<file path="src/cld_regs.vh">
// constants for the cold load detector: register map, field positions,
// reset values and timing figures. assumes a 20 MHz pclk and APB access.
`ifndef CLD_REGS_VH
`define CLD_REGS_VH

// register byte offsets
`define CLD_OFF_CTRL 8'h00
`define CLD_OFF_GROUP 8'h04
`define CLD_OFF_G0_LOW 8'h10
`define CLD_OFF_G0_HIGH 8'h14
`define CLD_OFF_G0_OVER 8'h18
`define CLD_OFF_G1_LOW 8'h1C
`define CLD_OFF_G1_HIGH 8'h20
`define CLD_OFF_G1_OVER 8'h24
`define CLD_OFF_T_START 8'h28
`define CLD_OFF_T_MAX 8'h2C
`define CLD_OFF_T_MIN 8'h30
`define CLD_OFF_STATUS 8'h34

// field positions
`define CLD_CTRL_MODE_LSB 0
`define CLD_CTRL_SIDE_BIT 4
`define CLD_STAT_COND_LSB 0
`define CLD_STAT_BEHAV_LSB 4
`define CLD_STAT_ACT_BIT 8
`define CLD_STAT_BLK_BIT 9

// operating modes
`define CLD_MODE_ON 3'h0
`define CLD_MODE_BLOCKED 3'h1
`define CLD_MODE_TEST 3'h2
`define CLD_MODE_TEST_BLK 3'h3
`define CLD_MODE_OFF 3'h4

// condition codes
`define CLD_COND_NORMAL 3'h0
`define CLD_COND_LOW 3'h1
`define CLD_COND_OVER 3'h2
`define CLD_COND_ACTIVE 3'h3
`define CLD_COND_BLOCKED 3'h4

// thresholds in 0.01 per-unit steps
`define CLD_RST_LOW 16'h0014
`define CLD_RST_HIGH 16'h0078
`define CLD_RST_OVER 16'h00C8
`define CLD_RESET_PCT 97
`define CLD_FULL_PCT 100

// timing: pclk rate, processing cycle and timer defaults
`define CLD_PCLK_HZ 20000000
`define CLD_CYCLE_MS 5
`define CLD_CYCLE_CLKS ((`CLD_PCLK_HZ / 1000) * `CLD_CYCLE_MS)
`define CLD_T_START_MS 10000
`define CLD_T_MAX_MS 30000
`define CLD_T_MIN_MS 40
// default delays counted in processing cycles, sized to the timer width
`define CLD_RST_T_START 20'h007D0
`define CLD_RST_T_MAX 20'h01770
`define CLD_RST_T_MIN 20'h00008

`endif

</file>
<file path="src/cld_phase_cmp.v">
// one phase of threshold comparison with hysteresis for the cold load block.
// assumes magnitudes are fundamental-only values in 0.01 per-unit steps.
`timescale 1ns/1ns
`default_nettype none

module cld_phase_cmp #(
   parameter MW = 16
) (
   // clock and reset
   input wire pclk,
   input wire presetn,
   // evaluate strobe, one per processing cycle
   input wire eval,
   // phase magnitude and shared thresholds
   input wire [MW-1:0] mag,
   input wire [MW-1:0] th_low,
   input wire [MW-1:0] th_high,
   input wire [MW-1:0] th_over,
   // per-phase conditions
   output reg below_q,
   output reg above_q,
   output reg over_q
);

`include "cld_regs.vh"

   localparam W = MW + 7;
   localparam [6:0] FULL_PCT = `CLD_FULL_PCT;
   localparam [6:0] RST_PCT = `CLD_RESET_PCT;

   // scaled values: compare m*100 against thr*97 so no divider is needed
   wire [W-1:0] mag_x100 = mag * FULL_PCT;

   function [W-1:0] rel_level;
      input [MW-1:0] thr;
      begin
         rel_level = thr * RST_PCT;
      end
   endfunction

   function [W-1:0] full_level;
      input [MW-1:0] thr;
      begin
         full_level = thr * FULL_PCT;
      end
   endfunction

   // an over-type flag sets above thr and only drops below 97 % of it
   function above_next;
      input cur;
      input [W-1:0] m;
      input [MW-1:0] thr;
      begin
         if (m > full_level(thr)) begin
            above_next = 1'b1;
         end else if (m < rel_level(thr)) begin
            above_next = 1'b0;
         end else begin
            above_next = cur;
         end
      end
   endfunction

   // conditions move only on the evaluate strobe
   always @(posedge pclk or negedge presetn) begin
      if (!presetn) begin
         below_q <= 1'b0;
         above_q <= 1'b0;
         over_q <= 1'b0;
      end else if (eval) begin
         // low flag sets under 97 % and clears at the setting
         if (mag_x100 < rel_level(th_low)) begin
            below_q <= 1'b1;
         end else if (mag_x100 >= full_level(th_low)) begin
            below_q <= 1'b0;
         end
         above_q <= above_next(above_q, mag_x100, th_high);
         over_q <= above_next(over_q, mag_x100, th_over);
      end
   end

endmodule

`default_nettype wire

</file>
<file path="src/cld_detector.v">
// cold load detector: phase thresholds, start/min/max timers, blocking and
// an APB register file. assumes a 20 MHz pclk and magnitudes synchronous to it.
`timescale 1ns/1ns
`default_nettype none
`include "cld_regs.vh"

//////////////////////////////////////////////////////////////////////////////

module cld_detector #(
   parameter MW = 16,
   parameter TW = 20,
   parameter CYCLE_CLKS = `CLD_CYCLE_CLKS
) (
   // clock and reset
   input wire pclk,
   input wire presetn,
   // APB slave
   input wire psel,
   input wire penable,
   input wire pwrite,
   input wire [7:0] paddr,
   input wire [31:0] pwdata,
   output reg [31:0] prdata,
   output reg pready,
   output reg pslverr,
   // fundamental magnitudes from both measurement sides
   input wire [MW-1:0] side1_phase_a_magnitude,
   input wire [MW-1:0] side1_phase_b_magnitude,
   input wire [MW-1:0] side1_phase_c_magnitude,
   input wire [MW-1:0] side2_phase_a_magnitude,
   input wire [MW-1:0] side2_phase_b_magnitude,
   input wire [MW-1:0] side2_phase_c_magnitude,
   // blocking matrix input
   input wire block_in,
   // indications
   output reg cold_load_active_out,
   output reg cold_load_blocked_out
);

   localparam ST_IDLE = 2'h0;
   localparam ST_ACT = 2'h1;
   localparam ST_BLK = 2'h2;
   localparam CW = 20;

   //////////////////////////////////////////////////////////////////////////
   // settings and APB slave

   reg [2:0] mode_q;
   reg side_q;
   reg group_q;
   reg [MW-1:0] th_low_q [0:1];
   reg [MW-1:0] th_high_q [0:1];
   reg [MW-1:0] th_over_q [0:1];
   reg [TW-1:0] t_start_q;
   reg [TW-1:0] t_max_q;
   reg [TW-1:0] t_min_q;
   reg [2:0] cond_q;
   reg [1:0] st_q;

   wire acc = psel & penable & ~pready;
   wire wr_now = psel & penable & pready & pwrite;

   function mapped;
      input [7:0] a;
      begin
         mapped = (a <= `CLD_OFF_STATUS) && (a[1:0] == 2'b00) &&
            !(a > `CLD_OFF_GROUP && a < `CLD_OFF_G0_LOW);
      end
   endfunction

   // one wait state so read data can come straight from a flop
   always @(posedge pclk or negedge presetn) begin
      if (!presetn) begin
         pready <= 1'b0;
         pslverr <= 1'b0;
         prdata <= 32'h00000000;
      end else begin
         pready <= acc;
         pslverr <= acc & ~mapped(paddr);
         prdata <= 32'h00000000;
         if (acc && !pwrite) begin
            if (paddr == `CLD_OFF_CTRL) begin
               prdata <= {27'h0000000, side_q, 1'b0, mode_q};
            end else if (paddr == `CLD_OFF_GROUP) begin
               prdata <= {31'h00000000, group_q};
            end else if (paddr == `CLD_OFF_G0_LOW) begin
               prdata <= {{(32-MW){1'b0}}, th_low_q[0]};
            end else if (paddr == `CLD_OFF_G0_HIGH) begin
               prdata <= {{(32-MW){1'b0}}, th_high_q[0]};
            end else if (paddr == `CLD_OFF_G0_OVER) begin
               prdata <= {{(32-MW){1'b0}}, th_over_q[0]};
            end else if (paddr == `CLD_OFF_G1_LOW) begin
               prdata <= {{(32-MW){1'b0}}, th_low_q[1]};
            end else if (paddr == `CLD_OFF_G1_HIGH) begin
               prdata <= {{(32-MW){1'b0}}, th_high_q[1]};
            end else if (paddr == `CLD_OFF_G1_OVER) begin
               prdata <= {{(32-MW){1'b0}}, th_over_q[1]};
            end else if (paddr == `CLD_OFF_T_START) begin
               prdata <= {{(32-TW){1'b0}}, t_start_q};
            end else if (paddr == `CLD_OFF_T_MAX) begin
               prdata <= {{(32-TW){1'b0}}, t_max_q};
            end else if (paddr == `CLD_OFF_T_MIN) begin
               prdata <= {{(32-TW){1'b0}}, t_min_q};
            end else if (paddr == `CLD_OFF_STATUS) begin
               // behaviour mirrors the configured mode register, not the block input
               prdata <= {22'h000000, (st_q == ST_BLK), (st_q == ST_ACT),
                  1'b0, mode_q, 1'b0, cond_q};
            end
         end
      end
   end

   // register writes land at the edge that completes the transfer
   always @(posedge pclk or negedge presetn) begin
      if (!presetn) begin
         mode_q <= `CLD_MODE_ON;
         side_q <= 1'b0;
         group_q <= 1'b0;
         th_low_q[0] <= `CLD_RST_LOW;
         th_high_q[0] <= `CLD_RST_HIGH;
         th_over_q[0] <= `CLD_RST_OVER;
         th_low_q[1] <= `CLD_RST_LOW;
         th_high_q[1] <= `CLD_RST_HIGH;
         th_over_q[1] <= `CLD_RST_OVER;
         t_start_q <= `CLD_RST_T_START;
         t_max_q <= `CLD_RST_T_MAX;
         t_min_q <= `CLD_RST_T_MIN;
      end else if (wr_now) begin
         if (paddr == `CLD_OFF_CTRL) begin
            // mode and side live outside the groups
            if (pwdata[2:0] <= `CLD_MODE_OFF) begin
               mode_q <= pwdata[2:0];
            end
            side_q <= pwdata[`CLD_CTRL_SIDE_BIT];
         end else if (paddr == `CLD_OFF_GROUP) begin
            group_q <= pwdata[0];
         end else if (paddr == `CLD_OFF_G0_LOW) begin
            th_low_q[0] <= pwdata[MW-1:0];
         end else if (paddr == `CLD_OFF_G0_HIGH) begin
            th_high_q[0] <= pwdata[MW-1:0];
         end else if (paddr == `CLD_OFF_G0_OVER) begin
            th_over_q[0] <= pwdata[MW-1:0];
         end else if (paddr == `CLD_OFF_G1_LOW) begin
            th_low_q[1] <= pwdata[MW-1:0];
         end else if (paddr == `CLD_OFF_G1_HIGH) begin
            th_high_q[1] <= pwdata[MW-1:0];
         end else if (paddr == `CLD_OFF_G1_OVER) begin
            th_over_q[1] <= pwdata[MW-1:0];
         end else if (paddr == `CLD_OFF_T_START) begin
            t_start_q <= pwdata[TW-1:0];
         end else if (paddr == `CLD_OFF_T_MAX) begin
            t_max_q <= pwdata[TW-1:0];
         end else if (paddr == `CLD_OFF_T_MIN) begin
            t_min_q <= pwdata[TW-1:0];
         end
      end
   end

   //////////////////////////////////////////////////////////////////////////
   // processing-cycle tick and block sampling

   reg [CW-1:0] div_q;
   reg tick_q;
   reg eval_q;
   reg blk_s_q;

   // tick starts a cycle; evaluation follows one clock later on fresh flags
   always @(posedge pclk or negedge presetn) begin
      if (!presetn) begin
         div_q <= {CW{1'b0}};
         tick_q <= 1'b0;
         eval_q <= 1'b0;
         blk_s_q <= 1'b0;
      end else begin
         tick_q <= (div_q == CYCLE_CLKS[CW-1:0] - 1'b1);
         div_q <= (div_q == CYCLE_CLKS[CW-1:0] - 1'b1) ? {CW{1'b0}} : div_q + 1'b1;
         eval_q <= tick_q;
         if (tick_q) begin
            blk_s_q <= block_in;
         end
      end
   end

   //////////////////////////////////////////////////////////////////////////
   // phase comparators

   wire [MW-1:0] mag [0:2];
   wire [2:0] below;
   wire [2:0] above;
   wire [2:0] over;

   // side select feeds all three phases
   assign mag[0] = side_q ? side2_phase_a_magnitude : side1_phase_a_magnitude;
   assign mag[1] = side_q ? side2_phase_b_magnitude : side1_phase_b_magnitude;
   assign mag[2] = side_q ? side2_phase_c_magnitude : side1_phase_c_magnitude;

   genvar gi;
   generate
      for (gi = 0; gi < 3; gi = gi + 1) begin : g_ph
         cld_phase_cmp #(.MW(MW)) u_cmp (
            .pclk(pclk),
            .presetn(presetn),
            .eval(tick_q),
            .mag(mag[gi]),
            .th_low(th_low_q[group_q]),
            .th_high(th_high_q[group_q]),
            .th_over(th_over_q[group_q]),
            .below_q(below[gi]),
            .above_q(above[gi]),
            .over_q(over[gi])
         );
      end
   endgenerate

   wire low_all = &below;
   wire high_all = &above;
   wire over_any = |over;

   //////////////////////////////////////////////////////////////////////////
   // pick-up state machine and timers

   reg [TW-1:0] start_cnt_q;
   reg [TW-1:0] min_cnt_q;
   reg [TW-1:0] max_cnt_q;
   reg [1:0] st_d;

   wire mode_off = (mode_q == `CLD_MODE_OFF);
   wire mode_test = (mode_q == `CLD_MODE_TEST) || (mode_q == `CLD_MODE_TEST_BLK);
   wire blk_eff = blk_s_q || (mode_q == `CLD_MODE_BLOCKED) ||
      (mode_q == `CLD_MODE_TEST_BLK);
   wire min_done = (min_cnt_q >= t_min_q);

   // next state on each evaluation
   always @* begin
      st_d = st_q;
      if (mode_off) begin
         st_d = ST_IDLE;
      end else if (eval_q) begin
         case (st_q)
            ST_IDLE: begin
               // low must persist the start delay
               if (low_all && start_cnt_q >= t_start_q) begin
                  st_d = blk_eff ? ST_BLK : ST_ACT;
               end
            end
            ST_ACT: begin
               if (over_any || blk_eff) begin
                  st_d = ST_IDLE;
               end else if (high_all && max_cnt_q + 1'b1 >= t_max_q) begin
                  st_d = ST_IDLE;
               end else if (!high_all && !low_all && min_done) begin
                  st_d = ST_IDLE;
               end
            end
            ST_BLK: begin
               // no further processing until the low condition ends
               if (!low_all) begin
                  st_d = ST_IDLE;
               end
            end
            default: st_d = ST_IDLE;
         endcase
      end
   end

   // timers advance once per processing cycle
   always @(posedge pclk or negedge presetn) begin
      if (!presetn) begin
         st_q <= ST_IDLE;
         start_cnt_q <= {TW{1'b0}};
         min_cnt_q <= {TW{1'b0}};
         max_cnt_q <= {TW{1'b0}};
         cond_q <= `CLD_COND_NORMAL;
         cold_load_active_out <= 1'b0;
         cold_load_blocked_out <= 1'b0;
      end else begin
         st_q <= st_d;
         // test modes run the logic but keep the active output quiet; the blocked output still follows
         cold_load_active_out <= (st_d == ST_ACT) && !mode_test;
         cold_load_blocked_out <= (st_d == ST_BLK);
         if (mode_off || (eval_q && st_d != st_q)) begin
            start_cnt_q <= {TW{1'b0}};
            min_cnt_q <= {TW{1'b0}};
            max_cnt_q <= {TW{1'b0}};
         end else if (eval_q) begin
            if (st_q == ST_IDLE) begin
               start_cnt_q <= low_all ? start_cnt_q + 1'b1 : {TW{1'b0}};
            end
            if (st_q == ST_ACT) begin
               if (!min_done) begin
                  min_cnt_q <= min_cnt_q + 1'b1;
               end
               max_cnt_q <= high_all ? max_cnt_q + 1'b1 : {TW{1'b0}};
            end
         end
         // condition report
         if (mode_off) begin
            cond_q <= `CLD_COND_NORMAL;
         end else if (st_d == ST_ACT) begin
            cond_q <= `CLD_COND_ACTIVE;
         end else if (st_d == ST_BLK) begin
            cond_q <= `CLD_COND_BLOCKED;
         end else if (over_any) begin
            cond_q <= `CLD_COND_OVER;
         end else if (low_all) begin
            cond_q <= `CLD_COND_LOW;
         end else begin
            cond_q <= `CLD_COND_NORMAL;
         end
      end
   end

endmodule

`default_nettype wire

</file>
<file path="config.mk">
export PLATFORM = sky130hd
export DESIGN_NAME = cld_detector
export DESIGN_NICKNAME = d
export VERILOG_FILES = /design/src/cld_phase_cmp.v /design/src/cld_detector.v
export VERILOG_INCLUDE_DIRS = /design/src /design/src/src
export SDC_FILE = /design/constraint.sdc
export NUM_CORES = 2
export LEC_CHECK = 0
export BUFFER_PORTS_ARGS = -buffer_cell sky130_fd_sc_hd__buf_2
export CAP_MARGIN = 20
export CORE_MARGIN = 2
export CORE_UTILIZATION = 50
export DETAILED_ROUTE_END_ITERATION = 6
export HOLD_SLACK_MARGIN = 0.06
export PLACE_DENSITY_LB_ADDON = 0.15
export SKIP_LAST_GASP = 1
export SLEW_MARGIN = 15
export SYNTH_ARGS = -nofsm -noshare
export SYNTH_HDL_FRONTEND = slang
export SYNTH_SLANG_ARGS = --single-unit
</file>
<file path="constraint.sdc">
create_clock -name pclk -period 7 [get_ports pclk]
set_clock_uncertainty 0.1 [all_clocks]
set_input_delay 0.7 -clock pclk [delete_from_list [all_inputs] [get_ports pclk]]
set_output_delay 0.7 -clock pclk [all_outputs]
set_load 0.01 [all_outputs]
</file>
==> flow_summary.ini <==
[clocking]
cts_buffers = 35
postCtsSetupBuffers = 0
cts_buffer_depth = 3
clkTransAtPathRegs_ns = 0.06
cts_tree = yes
root_buffer = clkbuf_16
cts_sinks = 282
h-tree-depth = 2
clock_latency_ns = 0.57

[place]
dpl.hpwl_um = 86900
place_congestion = 0.966
dp_slack_ns = 0.372
dp.cells = 5073
placed_area_sq_mm = 0.0385
portBuffers = 153

[critical_path]
path_max_fanout = 42
critPathLaunchType = register
arrival_ns = 6.90
crit_path_end_kind = register
crit_required_ns = 7.34
path_class = register to register

[grt]
grt_pass1_wl_um = 165000
grt_max_degree = 163
grt_pass1_vias = 28343
grt_antenna_before_repair = 1
overflow = 0
grt_usage_pct = 28.8

[yosys]
synthesis.area_sq_mm = 0.0360
ys.flop_type = dfrtp_1
synth_edf_count = 0
ys_seq_area_share_pct = 19.7
synth_area_per_cell_sq_um = 9.15
synth.distinct_cells = 85
async_reset_ff_share_pct = 100
ys_warn_count = 0
synthCells = 3929
synth-seq-cells = 282

[timing]
hold_viol = 0
final_max_slew_viol_count = 0
setup_slack_ns = 0.440
whs_ns = 0.308
setup_viol = 0
fin_setup_tns_ns = 0
grt_setup_unrepaired = no
worst-slew-pin-transition_ns = 1.12
max_freq_ghz = 0.152
period_share_pct = 93.7
fin_crit_ns = 6.56
relSlewSlack_pct = 24.9

[finish]
final_common_cell = ha_1
multi_input_area_sq_mm = 0.0268
layout_common_cells = ha_1, inv_1, dfrtp_1
design_area_sq_mm = 0.0397
drive_gt1_share_pct = 13.6
area_growth_pct = 10.3
post-route-util_pct = 55.6
seq_area_sq_mm = 0.00710
nets = 5254
nFillCells = 6553
final-instance-count-excl-fill = 5140

[pwr]
p_per_area_mw_per_mm2 = 202
total_power_mw = 7.99
ir_drop_v = 0.000171
p_leak_nw = 20.4

[floorplanning]
dieArea_sq_mm = 0.0741
die_w_um = 272
core_sq_mm = 0.0714
num_rows = 98
die_h_um = 272
boundaryPins = 178
initial_core_util_pct = 50.4

[routing]
vias = 29981
wire_per_inst_um = 21.0
drcViolationCount = 0
wl_um = 108000
via_per_inst = 5.83
first_pass_iters = 5
postRouteAntennaNets = 0
dr.first_iter.drc_count = 2499

[min_path]
hp-class = input port to register

[job]
drv_cap = 0

[outcome]
status = completed
-- timing repair --
action | 4_1_cts | 5_1_grt
hold buffers | 1 | 0
endpoints found under the hold margin | 62 | 0
gates resized for setup | 0 | 2
endpoints found under the setup margin | 0 | 2
-- report_power, final --
group / internal, mW / total (mW) / leakage, nW / switching [mW]
logic: 1.84 / 4.44 / 16.1 / 2.60
clock network: 1.13 / 1.91 / 0.577 / 0.778
registers: 1.64 / 1.64 / 3.72 / 0.00413
total: 4.61 / 7.99 / 20.4 / 3.38
-- Yosys cell counts (all sizes together), types with 11 or more instances --
cell type,count,area (sq um)
ha,853,10700
inv,466,1750
dfrtp,250,6260
a21oi,247,1240
nor2,206,788
nand2,203,769
mux2,183,2060
o21ai,176,885
a21o,110,826
nand3,107,541
xor2,99,867
fa,96,1920
xnor2,81,709
mux2i,62,621
nand4,61,382
o21a,61,458
nor3,55,285
buf,46,264
nor2b,46,288
and3,38,238
clkbuf,38,143
a22oi,37,278
o211ai,35,268
or3,34,213
dfstp,32,841
nand2b,31,194
a211oi,30,225
a31oi,23,144
and4,17,149
a221oi,15,131
a2111oi,14,123
and2,13,81.3
nor3b,13,97.6
o31ai,13,97.6
o22ai,11,68.8
or2,11,68.8
-- cells by family (layout without fill, tap and decap cells) --
group                    after synthesis  count (layout)  share of synthesized area [%]
adder cells (fa/ha/maj)              951             951                           35.1
AO/OA/AOI/OAI                        860             860                           15.4
AND/OR/NAND/NOR                      860             860                           12.0
buffers and inverters                550             799                           6.00
flip-flops                           282             282                           19.7
multiplexers                         245             245                           7.46
XOR/XNOR                             180             180                           4.39
other                                  1              13                         0.0104
-- critical path: stages (launching register included) --
cell	delay, ns
dfrtp_2	0.50
buf_12	0.28
mux2_2	0.50
ha_1	0.32
ha_1	0.29
inv_1	0.05
fa_1	0.50
inv_1	0.04
ha_1	0.34
nor2b_1	0.19
o31a_1	0.18
o211ai_1	0.12
a21o_1	0.20
a31oi_1	0.28
a21o_1	0.17
a21oi_1	0.07
xnor2_1	0.82
ha_1	0.39
a21o_1	0.18
a21o_1	0.16
a21oi_1	0.21
nand3_1	0.10
nor2_1	0.10
o221ai_1	0.11
nand4_1	0.11
o211ai_1	0.08
-- state kept, by name, summed over array words and instances (netlist names), 2 cells and up --
| signal | flops |
|---|---|
| g_ph.u_cmp.over_q | 3 |
| t_min_q | 20 |
| max_cnt_q | 20 |
| g_ph.u_cmp.below_q | 3 |
| th_high_q | 32 |
| th_low_q | 32 |
| t_start_q | 20 |
| g_ph.u_cmp.above_q | 3 |
| min_cnt_q | 20 |
| th_over_q | 32 |
| start_cnt_q | 20 |
| t_max_q | 20 |
| st_q | 2 |
| mode_q | 3 |
| div_q | 20 |
| cond_q | 3 |
| prdata | 20 |
-- layout make-up --
cell class / count / share of cell area, %
Timing Repair Buffer: 270 / 4.27
Inverter: 466 / 4.41
Clock buffer: 49 / 2.47
Clock inverter: 14 / 0.502
Tap cell: 950 / 3.00
Antenna cell: 1 / 0.00631
Sequential cell: 282 / 17.9
Multi-Input combinational cell: 3108 / 67.4
-- layer usage --
layer	routed length, um	vias up	track usage [%]
met5	0	-	0
met4	3020	0	7.79
met3	7740	155	4.38
met2	46500	907	44.3
met1	50800	14306	42.0
li1	-	14613	-
-- worst paths after layout --
check,from,endpoint,slack (ns),cells after the start
max in group asynchronous,presetn,group_q$_DFFE_PN0P_,4.85,3
max reg2reg,side_q$_DFFE_PN0P_,g_ph[2].u_cmp.above_q$_DFFE_PN0P_,0.44,25
min in group asynchronous,presetn,start_cnt_q[13]$_DFFE_PN0P_,0.59,2
min,pwdata[19],t_max_q[19]$_DFFE_PN0P_,0.31,3
min reg2reg,div_q[0]$_DFF_PN0_,div_q[0]$_DFF_PN0_,0.38,1
max,side_q$_DFFE_PN0P_,g_ph[2].u_cmp.above_q$_DFFE_PN0P_,0.44,25
No activity file was read; power rests on OpenSTA's default activity.
